### src/ajsm_pkg.sv
/*
   Shared types and constants for the per-attribute applicant and
   registrar state machines of one bridge port on a backbone segment.
   Assumes a single 10 MHz system clock and a synchronous reset.
*/
package ajsm_pkg;

   // Attribute table size
   localparam int          ajsm_attr_count = 16;
   localparam int          ajsm_attr_width = 4;
   localparam logic [3:0]  ajsm_attr_last  = 4'hF;
   localparam logic [3:0]  ajsm_attr_first = 4'h0;

   // Join time and its cycle count
   localparam int          ajsm_clock_period_ns = 100;
   localparam int          ajsm_join_time_us    = 200000;
   localparam int          ajsm_join_cycles     =
      (ajsm_join_time_us * 1000) / ajsm_clock_period_ns;
   localparam logic [31:0] ajsm_timer_reset     = 32'h0000_0000;

   // Applicant states, one-hot
   typedef enum logic [4:0] {
      very_anxious_observer = 5'h01,
      very_anxious_passive  = 5'h02,
      very_anxious_active   = 5'h04,
      anxious_active        = 5'h08,
      quiet_active          = 5'h10
   } ajsm_app_type;

   // Registrar states, one-hot
   typedef enum logic [1:0] {
      registrar_empty = 2'h1,
      registered      = 2'h2
   } ajsm_reg_type;

   typedef struct packed {
      ajsm_app_type app;
      ajsm_reg_type regs;
   } ajsm_entry_type;

   localparam ajsm_entry_type ajsm_entry_reset = '{very_anxious_observer, registrar_empty};

   // Events from the application and from the receive path
   typedef enum logic [1:0] {
      ev_req_join      = 2'h0,
      ev_rx_join_empty = 2'h1,
      ev_rx_join_in    = 2'h2,
      ev_rx_empty      = 2'h3
   } ajsm_ev_type;

   typedef struct packed {
      ajsm_ev_type kind;
      logic [3:0]  attr;
   } ajsm_cmd_type;

   // Messages handed to the transmit path
   typedef enum logic {
      msg_join_empty = 1'h0,
      msg_join_in    = 1'h1
   } ajsm_msg_type;

   typedef struct packed {
      ajsm_msg_type kind;
      logic [3:0]   attr;
   } ajsm_tx_type;

   localparam ajsm_cmd_type ajsm_cmd_reset = '{ev_req_join, 4'h0};
   localparam ajsm_tx_type  ajsm_tx_reset  = '{msg_join_empty, 4'h0};

   // Sequencer states, one-hot
   typedef enum logic [4:0] {
      st_init       = 5'h01,
      st_idle       = 5'h02,
      st_apply      = 5'h04,
      st_scan_read  = 5'h08,
      st_scan_apply = 5'h10
   } ajsm_seq_type;

endpackage

### src/ajsm_table.sv
/*
   Attribute state table: one entry per attribute, one write port and
   one read port whose data come out of a register one cycle later.
   Assumes the caller never needs a write forwarded to a same-cycle read.
*/
`timescale 1ns/100ps
module ajsm_table
(
   // Clock and reset
   input  wire logic                     clock,
   input  wire logic                     nrst,
   // Write port
   input  wire logic                     wen,
   input  wire logic [3:0]               waddr,
   input  wire ajsm_pkg::ajsm_entry_type wdata,
   // Read port
   input  wire logic [3:0]               raddr,
   output      ajsm_pkg::ajsm_entry_type rdata
);
   import ajsm_pkg::*;

   typedef struct packed {
      ajsm_entry_type [ajsm_attr_count-1:0] mem;
      ajsm_entry_type                       rd;
   } ajsm_table_state_type;

   ajsm_table_state_type state;
   ajsm_table_state_type next_state;

   // Contents are not reset here; the sequencer sweeps them after reset
   always_comb
   begin
      next_state    = state;
      next_state.rd = state.mem[raddr];
      if (wen)
      begin
         next_state.mem[waddr] = wdata;
      end
      if (!nrst)
      begin
         next_state.rd = ajsm_entry_reset;
      end
   end

   always_ff @(posedge clock)
   begin
      state <= next_state;
   end

   assign rdata = state.rd;

endmodule // ajsm_table

### src/ajsm_core.sv
/*
   Applicant and registrar state machines for every attribute of one
   bridge port. Takes join requests and received messages as events,
   and at each transmission opportunity, one join time apart, walks the
   table and emits JoinEmpty or JoinIn messages.
   Assumes the event source holds an event until it is taken and the
   transmit path accepts every message pulse.
*/
// Functional notes
// Join request in observer goes very-anxious passive
// Opportunity, passive, empty registrar: send JoinEmpty
// JoinEmpty registers; observer applicant keeps its state
// Registered registrar makes the join a JoinIn
// JoinIn in anxious active: go quiet, register
// Anxious active repeats its join, then quiet
// Repeat join comes one join time later
// JoinEmpty in anxious active, empty: very anxious
// Further JoinIn in quiet active changes nothing
// After second join nothing more is sent
// Empty message makes a member very anxious
// Reset: observer, registrar empty, nothing pending
`timescale 1ns/100ps
module ajsm_core
#(
   parameter int join_cycles = ajsm_pkg::ajsm_join_cycles
)
(
   // Clock and reset
   input  wire logic                   clock,
   input  wire logic                   nrst,
   // Event channel
   input  wire logic                   cmd_valid,
   input  wire ajsm_pkg::ajsm_cmd_type cmd,
   output      logic                   cmd_ready,
   // Transmit messages
   output      logic                   tx_valid,
   output      ajsm_pkg::ajsm_tx_type  tx,
   // New registration indication
   output      logic                   join_ind_valid,
   output      logic [3:0]             join_ind_attr
);
   import ajsm_pkg::*;

   typedef struct packed {
      ajsm_seq_type seq;
      logic [3:0]   idx;
      logic [31:0]  timer;
      logic         scan_pending;
      logic         ready;
      ajsm_cmd_type cur;
      logic         tx_valid;
      ajsm_tx_type  tx;
      logic         ind_valid;
      logic [3:0]   ind_attr;
   } ajsm_core_state_type;

   localparam ajsm_core_state_type core_reset = '{
      seq:          st_init,
      idx:          ajsm_attr_first,
      timer:        ajsm_timer_reset,
      scan_pending: 1'b0,
      ready:        1'b0,
      cur:          ajsm_cmd_reset,
      tx_valid:     1'b0,
      tx:           ajsm_tx_reset,
      ind_valid:    1'b0,
      ind_attr:     4'h0
   };

   ajsm_core_state_type state;
   ajsm_core_state_type next_state;

   logic           tab_wen;
   logic [3:0]     tab_waddr;
   ajsm_entry_type tab_wdata;
   logic [3:0]     tab_raddr;
   ajsm_entry_type tab_rdata;

   // Applicant states that declare at an opportunity
   function automatic logic wants_tx(input ajsm_app_type app);
      return (app == very_anxious_passive) || (app == very_anxious_active) ||
             (app == anxious_active);
   endfunction

   // Join flavour follows the registrar
   function automatic ajsm_msg_type join_kind(input ajsm_reg_type r);
      return (r == registered) ? msg_join_in : msg_join_empty;
   endfunction

   // Event effect on one entry
   function automatic ajsm_entry_type on_event(input ajsm_entry_type e,
                                               input ajsm_ev_type    k);
      ajsm_entry_type n;
      n = e;
      unique case (k)
         ev_req_join:
         begin
            if (e.app == very_anxious_observer)
            begin
               n.app = very_anxious_passive;
            end
         end
         ev_rx_join_empty:
         begin
            n.regs = registered;
            if ((e.app == anxious_active) && (e.regs == registrar_empty))
            begin
               n.app = very_anxious_active;
            end
         end
         ev_rx_join_in:
         begin
            n.regs = registered;
            if (e.app == anxious_active)
            begin
               n.app = quiet_active;
            end
            // Quiet active stays where it is
         end
         ev_rx_empty:
         begin
            if ((e.app == anxious_active) || (e.app == quiet_active))
            begin
               n.app = very_anxious_active;
            end
         end
      endcase
      return n;
   endfunction

   // Opportunity effect on one entry
   function automatic ajsm_entry_type on_opportunity(input ajsm_entry_type e);
      ajsm_entry_type n;
      n = e;
      if (e.app == anxious_active)
      begin
         n.app = quiet_active;
      end
      else if (wants_tx(e.app))
      begin
         n.app = anxious_active;
      end
      return n;
   endfunction

   ajsm_table u_table
   (
      .clock (clock),
      .nrst  (nrst),
      .wen   (tab_wen),
      .waddr (tab_waddr),
      .wdata (tab_wdata),
      .raddr (tab_raddr),
      .rdata (tab_rdata)
   );

   // Read address: the event's attribute while idle, else the scan index
   assign tab_raddr = (state.seq == st_idle) ? cmd.attr : state.idx;

   always_comb
   begin
      next_state           = state;
      next_state.tx_valid  = 1'b0;
      next_state.ind_valid = 1'b0;
      tab_wen              = 1'b0;
      tab_waddr            = state.idx;
      tab_wdata            = ajsm_entry_reset;

      // Opportunities fall one join time apart, so a repeat join trails the first by that much
      if (state.timer == 32'(join_cycles - 1))
      begin
         next_state.timer = ajsm_timer_reset;
      end
      else
      begin
         next_state.timer = state.timer + 32'h0000_0001;
      end

      unique case (state.seq)
         st_init:
         begin
            tab_wen   = 1'b1;
            tab_waddr = state.idx;
            tab_wdata = ajsm_entry_reset;
            next_state.idx = state.idx + 4'h1;
            if (state.idx == ajsm_attr_last)
            begin
               next_state.seq = st_idle;
               next_state.idx = ajsm_attr_first;
            end
         end
         st_idle:
         begin
            if (state.scan_pending)
            begin
               next_state.scan_pending = 1'b0;
               next_state.idx          = ajsm_attr_first;
               next_state.seq          = st_scan_read;
            end
            else if (cmd_valid && state.ready)
            begin
               next_state.cur = cmd;
               next_state.seq = st_apply;
            end
         end
         st_apply:
         begin
            tab_wen   = 1'b1;
            tab_waddr = state.cur.attr;
            tab_wdata = on_event(tab_rdata, state.cur.kind);
            if ((tab_rdata.regs == registrar_empty) && (tab_wdata.regs == registered))
            begin
               next_state.ind_valid = 1'b1;
               next_state.ind_attr  = state.cur.attr;
            end
            next_state.seq = st_idle;
         end
         st_scan_read:
         begin
            next_state.seq = st_scan_apply;
         end
         st_scan_apply:
         begin
            tab_wen   = 1'b1;
            tab_waddr = state.idx;
            tab_wdata = on_opportunity(tab_rdata);
            if (wants_tx(tab_rdata.app))
            begin
               next_state.tx_valid = 1'b1;
               next_state.tx.kind  = join_kind(tab_rdata.regs);
               next_state.tx.attr  = state.idx;
            end
            next_state.idx = state.idx + 4'h1;
            next_state.seq = st_scan_read;
            if (state.idx == ajsm_attr_last)
            begin
               next_state.idx = ajsm_attr_first;
               next_state.seq = st_idle;
            end
         end
      endcase

      // An expiry that lands as a scan starts is kept, not lost
      if (state.timer == 32'(join_cycles - 1))
      begin
         next_state.scan_pending = 1'b1;
      end

      // Ready only when the next cycle can take an event
      // The idle cycle that closes a scan stays refused, so no take meets the last pulse
      next_state.ready = (next_state.seq == st_idle) && !next_state.scan_pending &&
                         (state.seq != st_scan_apply);

      if (!nrst)
      begin
         next_state = core_reset;
      end
   end

   always_ff @(posedge clock)
   begin
      state <= next_state;
   end

   assign cmd_ready      = state.ready;
   assign tx_valid       = state.tx_valid;
   assign tx             = state.tx;
   assign join_ind_valid = state.ind_valid;
   assign join_ind_attr  = state.ind_attr;

endmodule // ajsm_core

### config.mk
export PLATFORM = sky130hd
export DESIGN_NAME = ajsm_core
export DESIGN_NICKNAME = d
export VERILOG_FILES = /design/src/ajsm_pkg.sv /design/src/ajsm_table.sv /design/src/ajsm_core.sv
export SDC_FILE = /design/constraint.sdc
export NUM_CORES = 1
export LEC_CHECK = 0
export ABC_AREA = 0
export BUFFER_PORTS_ARGS = -buffer_cell sky130_fd_sc_hd__buf_4
export CAP_MARGIN = 20
export CORE_ASPECT_RATIO = 0.5
export CORE_MARGIN = 1.5
export CORE_UTILIZATION = 62
export CTS_CLUSTER_SIZE = 10
export DETAILED_ROUTE_END_ITERATION = 10
export PLACE_DENSITY = 0.83
export SYNTH_ARGS = -nofsm -noshare
export SYNTH_HDL_FRONTEND = slang
export SYNTH_SLANG_ARGS = --single-unit
export TNS_END_PERCENT = 100
### constraint.sdc
create_clock -name clock -period 3.1 [get_ports clock]
set_clock_uncertainty 0.15 [all_clocks]
set_input_delay 0.155 -clock clock [delete_from_list [all_inputs] [get_ports clock]]
set_output_delay 0.155 -clock clock [all_outputs]
set_load 0.1 [all_outputs]
==> metrics.yaml, run 1 <==
ys_seq_elements: 179
layout-drive-gt1-share: 0.139
slew_viol_final: 0
synth_seq_area_share: 0.563
antenna_cells: 0
syn_area_per_cell_sq_um: 10.9
ys.flop_type: "edfxtp_1"
io_pins: 21
max-clock-path-buffers: 2
cp-start-kind: "flip-flop"
pwr-share-comb: 0.074
rows: 29
synthesis.area_sq_um: 8350
period_minus_slack_ns: 2.98
relSlewSlack: 0.386
final_cell_mix: "edfxtp_1 (112), nor2_1 (98), dfxtp_1 (67), buf_4 (63), nand2_1 (48)"
swShare: 0.255
min_period_over_period: 0.961
p_int_uw: 3830
via_per_inst: 6.59
path_max_fanout: 14
crit_type: "flip-flop to flip-flop"
vias: 6489
path_clk_slew_ns: 0.07
finalWirelength_microns: 21300
clock.fmax_ghz: 0.336
die_x_microns: 167
yosysUniqueCellTypes: 66
insertion_delay_ns: 0.44
cts_resized: 0
cp_top_family: "simple AND/OR/NAND/NOR gates"
path_cells: "nor4_2 > buf_4 > nand3_1 > nand2_2 > a211oi_1 > a311oi_1 > o32a_1"
p_clk_frac: 0.420
track_usage: 0.310
grt_max_degree: 33
ys_async_sr_fraction: 0
cts_sinks: 179
regArea_sq_um: 4700
hpwl_microns: 14300
setup_slack_ns: 0.119
grt_pass1_vias: 5965
area_delta_synth_final_pct: 12.5
hold_viol: 0
cts.htree.levels: 4
fp.coreArea_sq_um: 12900
drv_cap: 0
die_y_microns: 85.1
seqPwrFrac: 0.506
postCtsSetupBuffers: 0
rsz0062_at_grt: "false"
arrival_ns: 3.20
endpoint_kind: "flip-flop"
worst-path-buf-inv: 1
p_sw_uw: 1320
fillers: 885
placed_area_sq_um: 8750
yosys_warnings: 0
power_leakage_uw: 0.00330
peakVddDrop_mv: 0.295
setup_violations: 0
multi_input_area_sq_um: 3290
final_common_cell: "edfxtp_1"
regToRegSetupSlack_ns: 0.12
power_density_nw_per_um2: 548
tns_ns: 0
drcViolationCount: 0
synth_edf_count: 112
routedWlPerCell_microns: 21.6
dp_slack_ns: 0.329
drt_iter0_drc: 1021
synth.net_count: 783
cts_made_buffers: 17
cpMaxStageDelayCell: "nor4_2"
crit_path_max_incr_delay_ns: 0.59
synth_cells: 768
post-route-cell-area_sq_um: 9400
first_pass_iters: 6
worstMarginPinSlew_ns: 0.918
cts_tree: "done"
grt_antenna_before_repair: 1
ant_nets: 0
start_util: 0.646
grt_remaining_overflow: 0
grt_pass1_wl_microns: 32600
gp_congestion: 1.03
nets: 817
io_buffers: 20
hold_class: "input port to flip-flop"
status: "finished clean"
dieArea_sq_um: 14200
cts-root-buf: "clkbuf_16"
worstPathRequired_ns: 3.32
cts_hold_buf: 6
## Yosys cell counts (all sizes together) (4+ instances only)
cell type | n | area (sq um)
and2 | 13 | 83.8
a221oi | 9 | 78.8
a2111oi | 10 | 87.6
clkbuf | 30 | 113
nand2b | 4 | 25.0
dfxtp | 67 | 1340
o21ai | 28 | 163
a21oi | 37 | 193
nor3 | 22 | 115
o31ai | 11 | 87.6
nand2 | 50 | 193
inv | 17 | 63.8
and3 | 18 | 113
xnor2 | 15 | 131
a22o | 4 | 35.0
xor2 | 20 | 175
edfxtp | 112 | 3360
a22oi | 6 | 45.0
a311oi | 13 | 114
nor4b | 11 | 96.3
o221ai | 6 | 52.6
nor4 | 10 | 87.6
nand3 | 34 | 170
a211oi | 8 | 60.1
a21boi | 6 | 45.0
nor2 | 100 | 390
buf | 24 | 178
a31oi | 5 | 31.3
mux2i | 22 | 220
nand4 | 8 | 50.1
ha | 6 | 75.1
## cell type report
| cell class | instances | area share |
|---|---|---|
| Tap cell | 170 | 0.0226 |
| Clock inverter | 13 | 0.0134 |
| Multi-Input combinational cell | 518 | 0.350 |
| Inverter | 17 | 0.00679 |
| Timing Repair Buffer | 69 | 0.0567 |
| Clock buffer | 19 | 0.0494 |
| Sequential cell | 179 | 0.501 |
## flip-flops by register name, indices dropped and copies added, names as in the netlist
name            cells
cmd_ready           1
u_table.rdata       7
tx                  5
u_table.state     112
tx_valid            1
join_ind_attr       4
state              48
join_ind_valid      1
## worst paths after layout
check,from,depth (start not counted),end
worst max-delay path,state[59],7,u_table.rdata[0]
worst min-delay path,cmd[1],3,state[12]
worst max register to register,state[59],7,u_table.rdata[0]
worst min register to register,state[19],1,state[19]
## power by group through the flow
stage / logic [uW] / clock network (uW) / registers, uW
final: 383 / 2160 / 2600
after global routing: 406 / 2260 / 2600
after CTS: 368 / 2160 / 2600
after detailed placement: 358 / 0 / 2650
after global placement: 348 / 0 / 2650
after floorplan: 261 / 0 / 2620
## stage by stage
step	utilization	total power (uW)	hold slack, ns	instances
CTS	0.727	5130	0.00153	985
floorplan	-	2880	0.0669	768
global route	0.727	5270	0.0339	985
finish	0.727	5150	0.0110	985
detailed placement	0.677	3010	0.245	947
global placement	0.677	3000	0.239	947
## worst register-to-register path, delay by kind of cell, from the launching register on
family,cells,cell delay (ns)
AOI/OAI and AO/OA,3,0.70
and+or+nand+nor,3,1.39
DFF,1,0.42
buffers and inverters,1,0.27
## cells by family (layout without fill, tap and decap cells)
group           after synthesis  in the layout  share of synthesized area
buf+inv                      71            118                     0.0424
xor+xnor                     35             35                     0.0367
flops                       179            179                      0.563
simple gates                284            284                      0.171
fa+ha+maj                     6              6                    0.00899
compound gates              170            170                      0.148
mux                          23             23                     0.0291
## layer usage
metal	track usage	part of all wire
met1	0.407	0.40
met2	0.472	0.44
met3	0.105	0.12
met4	0.139	0.037
met5	0	0.00056
Power figures use the tool's default switching activity.
==> run 2, diff against run 1 <==
--- a/config.mk
+++ b/config.mk
@@ -14,6 +14,7 @@
 export CTS_CLUSTER_SIZE = 10
 export DETAILED_ROUTE_END_ITERATION = 10
 export PLACE_DENSITY = 0.83
+export RECOVER_POWER = 100
 export SYNTH_ARGS = -nofsm -noshare
 export SYNTH_HDL_FRONTEND = slang
 export SYNTH_SLANG_ARGS = --single-unit
==> run 2 against run 1 <==
Sequential power hardly changed. Register-to-register slack worse by 0.04 ns. Clock power about the same. Critical path type unchanged. Highest routed layer unchanged.
==> metrics.yaml, run 2 (synthesis gave the netlist of run 1 again) <==
cts_sinks: 179
fillers: 944
insertion_delay_ns: 0.44
status: "finished clean"
path_max_fanout: 14
top_register: "u_table.state"
relSlewSlack: 0.192
setup_violations: 0
dieArea_sq_um: 14200
path_clk_slew_ns: 0.07
finalWirelength_microns: 21500
crit_type: "flip-flop to flip-flop"
cp-start-kind: "flip-flop"
multi_input_area_sq_um: 3270
area_delta_synth_final_pct: 10.6
worstMarginPinSlew_ns: 1.22
largest_reg_flops: 112
p_total_uw: 5140
peakVddDrop_mv: 0.296
postCtsSetupBuffers: 0
die_y_microns: 85.1
grt_max_degree: 33
via_per_inst: 6.63
drv_cap: 0
hold_viol: 0
nets: 817
max-clock-path-buffers: 2
grt_pass1_wl_microns: 32600
min_period_over_period: 0.974
hold_class: "input port to flip-flop"
gp_congestion: 1.03
cts.htree.levels: 4
endpoint_kind: "flip-flop"
io_buffers: 20
layout-drive-gt1-share: 0.0896
grt_remaining_overflow: 0
rows: 29
final_cell_mix: "edfxtp_1 (112), nor2_1 (98), dfxtp_1 (67), nand2_1 (48), clkbuf_1 (36)"
slew_viol_final: 0
hpwl_microns: 14300
cts-root-buf: "clkbuf_16"
first_pass_iters: 5
cts_made_buffers: 17
power_density_nw_per_um2: 557
vias: 6532
cts_tree: "done"
drcViolationCount: 0
antenna_cells: 0
track_usage: 0.310
grt_pass1_vias: 5965
hold_slack_ns: 0.0135
final_common_cell: "edfxtp_1"
tns_ns: 0
arrival_ns: 3.24
routedWlPerCell_microns: 21.8
fp.coreArea_sq_um: 12900
ant_nets: 0
power_leakage_uw: 0.00314
start_util: 0.646
clock.fmax_ghz: 0.331
regArea_sq_um: 4700
rsz0062_at_grt: "false"
grt_antenna_before_repair: 1
drt_iter0_drc: 1068
die_x_microns: 167
period_minus_slack_ns: 3.02
io_pins: 21
worstPathRequired_ns: 3.32
==> run 2: area by class of cell <==
cell class              instances  share of cell area
inverters                      17             0.00691
clock inverters                13              0.0137
flip-flops and latches        179               0.509
repair buffers                 69              0.0428
clock buffers                  19              0.0503
well taps                     170              0.0230
multi-input cells             518               0.354
==> run 2: what timing repair did <==
item	CTS	global route
gates resized for setup	0	0
hold endpoints to repair	12	0
hold buffers	6	0
==> run 2: metal layers <==
layer	vias to the layer above	part of all wire	GRT usage
met5	-	0.00084	0
met2	481	0.45	0.472
met4	2	0.035	0.139
li1	2951	-	-
met3	83	0.13	0.105
met1	3015	0.39	0.407
==> run 2: where the power goes <==
group | internal (uW) | switching, uW | leakage (uW)
Clock | 1140 | 1020 | 0.000288
Combinational | 131 | 243 | 0.00126
Sequential | 2550 | 49.8 | 0.00159
Total | 3830 | 1320 | 0.00314
==> run 2: worst max-delay path, stage by stage, from the launching register on <==
cell and delay, ns:
dfxtp_1 0.41, nor4_2 0.61, buf_4 0.27, nand3_1 0.39, nand2_2 0.41, a211oi_1 0.11, a311oi_1 0.38, o32a_1 0.23
==> run 2: per-stage QoR <==
| step | util | std cells | cell area, sq um | setup WS (ns) |
|---|---|---|---|---|
| final | 0.715 | 985 | 9240 | 0.0798 |
| after CTS | 0.727 | 985 | 9400 | 0.295 |
| after global placement | 0.677 | 947 | 8750 | 0.354 |
| after floorplan | - | 768 | 8350 | 0.715 |
| after detailed placement | 0.677 | 947 | 8750 | 0.329 |
| after global routing | 0.715 | 985 | 9240 | 0.0606 |
==> run 2: final timing paths <==
path              startpoint               end  slack, ns  cells after the start
hold reg to reg    state[19]         state[19]       0.29                      1
hold / removal        cmd[1]         state[12]       0.01                      3
setup reg to reg   state[59]  u_table.rdata[0]       0.08                      7
setup / recovery   state[59]  u_table.rdata[0]       0.08                      7
==> run 3, diff against run 2 <==
--- a/config.mk
+++ b/config.mk
@@ -8,9 +8,11 @@
 export ABC_AREA = 0
 export BUFFER_PORTS_ARGS = -buffer_cell sky130_fd_sc_hd__buf_4
 export CAP_MARGIN = 20
+export CELL_PAD_IN_SITES_DETAIL_PLACEMENT = 0
+export CELL_PAD_IN_SITES_GLOBAL_PLACEMENT = 1
 export CORE_ASPECT_RATIO = 0.5
 export CORE_MARGIN = 1.5
-export CORE_UTILIZATION = 62
+export CORE_UTILIZATION = 50
 export CTS_CLUSTER_SIZE = 10
 export DETAILED_ROUTE_END_ITERATION = 10
 export PLACE_DENSITY = 0.83
==> run 3 against run 2 <==
Power grew 1.2%. Combinational power shrank 2%. Setup slack lost 0.065 ns. Hold slack gained 0.090 ns. Global-route usage shrank 4.9 points. Critical path depth unchanged. Final cell count grew 6.5%. Non-clock buffer count is 7 higher. Wire length up 2.2%. Sequential share of layout area is 0.77 points lower. Flip-flop and latch count stayed put. Via count fell by 1.8%. Largest power group unchanged.
==> metrics.yaml, run 3 (synthesis gave the netlist of run 1 again) <==
track_usage: 0.261
endpoint_kind: "flip-flop"
fp.coreArea_sq_um: 16400
top_register: "u_table.state"
cts-root-buf: "clkbuf_16"
grt_pass1_wl_microns: 33300
dp_slack_ns: 0.290
via_per_inst: 6.11
cts_made_buffers: 17
crit_type: "flip-flop to flip-flop"
routedWlPerCell_microns: 20.9
io_pins: 21
area_delta_synth_final_pct: 12.3
slew_viol_final: 0
vias: 6413
power_density_nw_per_um2: 555
hold_viol: 0
max-clock-path-buffers: 2
cts_sinks: 179
status: "finished clean"
drcViolationCount: 0
setup_violations: 0
multi_input_area_sq_um: 3280
relSlewSlack: 0.193
power_leakage_uw: 0.00318
rsz0062_at_grt: "false"
p_total_uw: 5210
drv_cap: 0
cp-start-kind: "flip-flop"
die_x_microns: 186
peakVddDrop_mv: 0.341
min_period_over_period: 0.995
tns_ns: 0
antenna_cells: 0
arrival_ns: 3.28
grt_max_degree: 22
first_pass_iters: 7
hold_class: "input port to flip-flop"
start_util: 0.511
regArea_sq_um: 4700
ant_nets: 0
io_buffers: 20
fillers: 1442
nets: 824
largest_reg_flops: 112
die_y_microns: 94.4
period_minus_slack_ns: 3.08
worstMarginPinSlew_ns: 1.22
path_max_fanout: 13
grt_antenna_before_repair: 0
insertion_delay_ns: 0.44
gp_congestion: 0.919
drt_iter0_drc: 805
path_clk_slew_ns: 0.06
grt_remaining_overflow: 0
cts_resized: 0
layout-drive-gt1-share: 0.0973
clock.fmax_ghz: 0.324
setup_slack_ns: 0.0153
hpwl_microns: 15100
worstPathRequired_ns: 3.30
grt_pass1_vias: 6003
final_cell_mix: "edfxtp_1 (112), nor2_1 (98), dfxtp_1 (67), nand2_1 (48), clkbuf_1 (37)"
finalWirelength_microns: 22000
cts_tree: "done"
rows: 33
dieArea_sq_um: 17500
postCtsSetupBuffers: 0
cts.htree.levels: 4
final_common_cell: "edfxtp_1"
[run 3: cell count changes in the layout (fill, tap and decap cells not counted), sizes merged]
cell and delta:
buf +3, bufinv +3, clkbuf +2, clkinv +2, dlygate4sd3 +1, inv -4
[run 3: per-layer routing]
| metal | GRT usage | vias to the layer above | routed length (microns) |
|---|---|---|---|
| met3 | 0.0987 | 44 | 2370 |
| li1 | - | 2959 | - |
| met1 | 0.334 | 3103 | 9270 |
| met2 | 0.414 | 307 | 9830 |
| met4 | 0.0827 | 0 | 485 |
| met5 | 0 | - | 0 |
[run 3: path summary, 6_finish.rpt]
check	startpoint	cells after the start	slack, ns	to
setup / recovery	state[59]	7	0.02	u_table.rdata[3]
hold / removal	cmd_valid	5	0.10	state[16]
setup reg to reg	state[59]	7	0.02	u_table.rdata[3]
hold reg to reg	state[19]	1	0.29	state[19]
[run 3: timing repair]
action                                  CTS  global route
endpoints found under the setup margin    0             0
hold buffers                              7             0
hold endpoints to repair                 13             0
[run 3: area by class of cell]
| class | instances | area share |
|---|---|---|
| Clock inverter | 14 | 0.0184 |
| Sequential cell | 179 | 0.502 |
| Tap cell | 227 | 0.0303 |
| Timing Repair Buffer | 76 | 0.0470 |
| Multi-Input combinational cell | 518 | 0.350 |
| Clock buffer | 18 | 0.0458 |
| Inverter | 17 | 0.00680 |
[run 3: worst max-delay path: stages (launching register included)]
cell      delay [ns]
dfxtp_1         0.41
or4_4           0.65
o21ai_4         0.20
clkbuf_2        0.35
a221oi_1        0.15
o31ai_1         0.70
a22oi_1         0.17
o221ai_1        0.21
[run 3: power breakdown]
group          switching, uW  total [uW]  internal (uW)
Clock                    946        2220           1280
Sequential              58.9        2610           2550
Combinational            231         367            135
Total                   1240        5210           3970
[run 3: through the flow]
step | std cells | hold WS [ns] | utilization | instance area (sq um)
after global placement | 1010 | 0.244 | 0.542 | 8870
after global routing | 1049 | 0.134 | 0.574 | 9380
after detailed placement | 1010 | 0.252 | 0.542 | 8870
final | 1049 | 0.103 | 0.574 | 9380
after CTS | 1049 | 0.0933 | 0.583 | 9540
after floorplan | 768 | 0.0669 | - | 8350
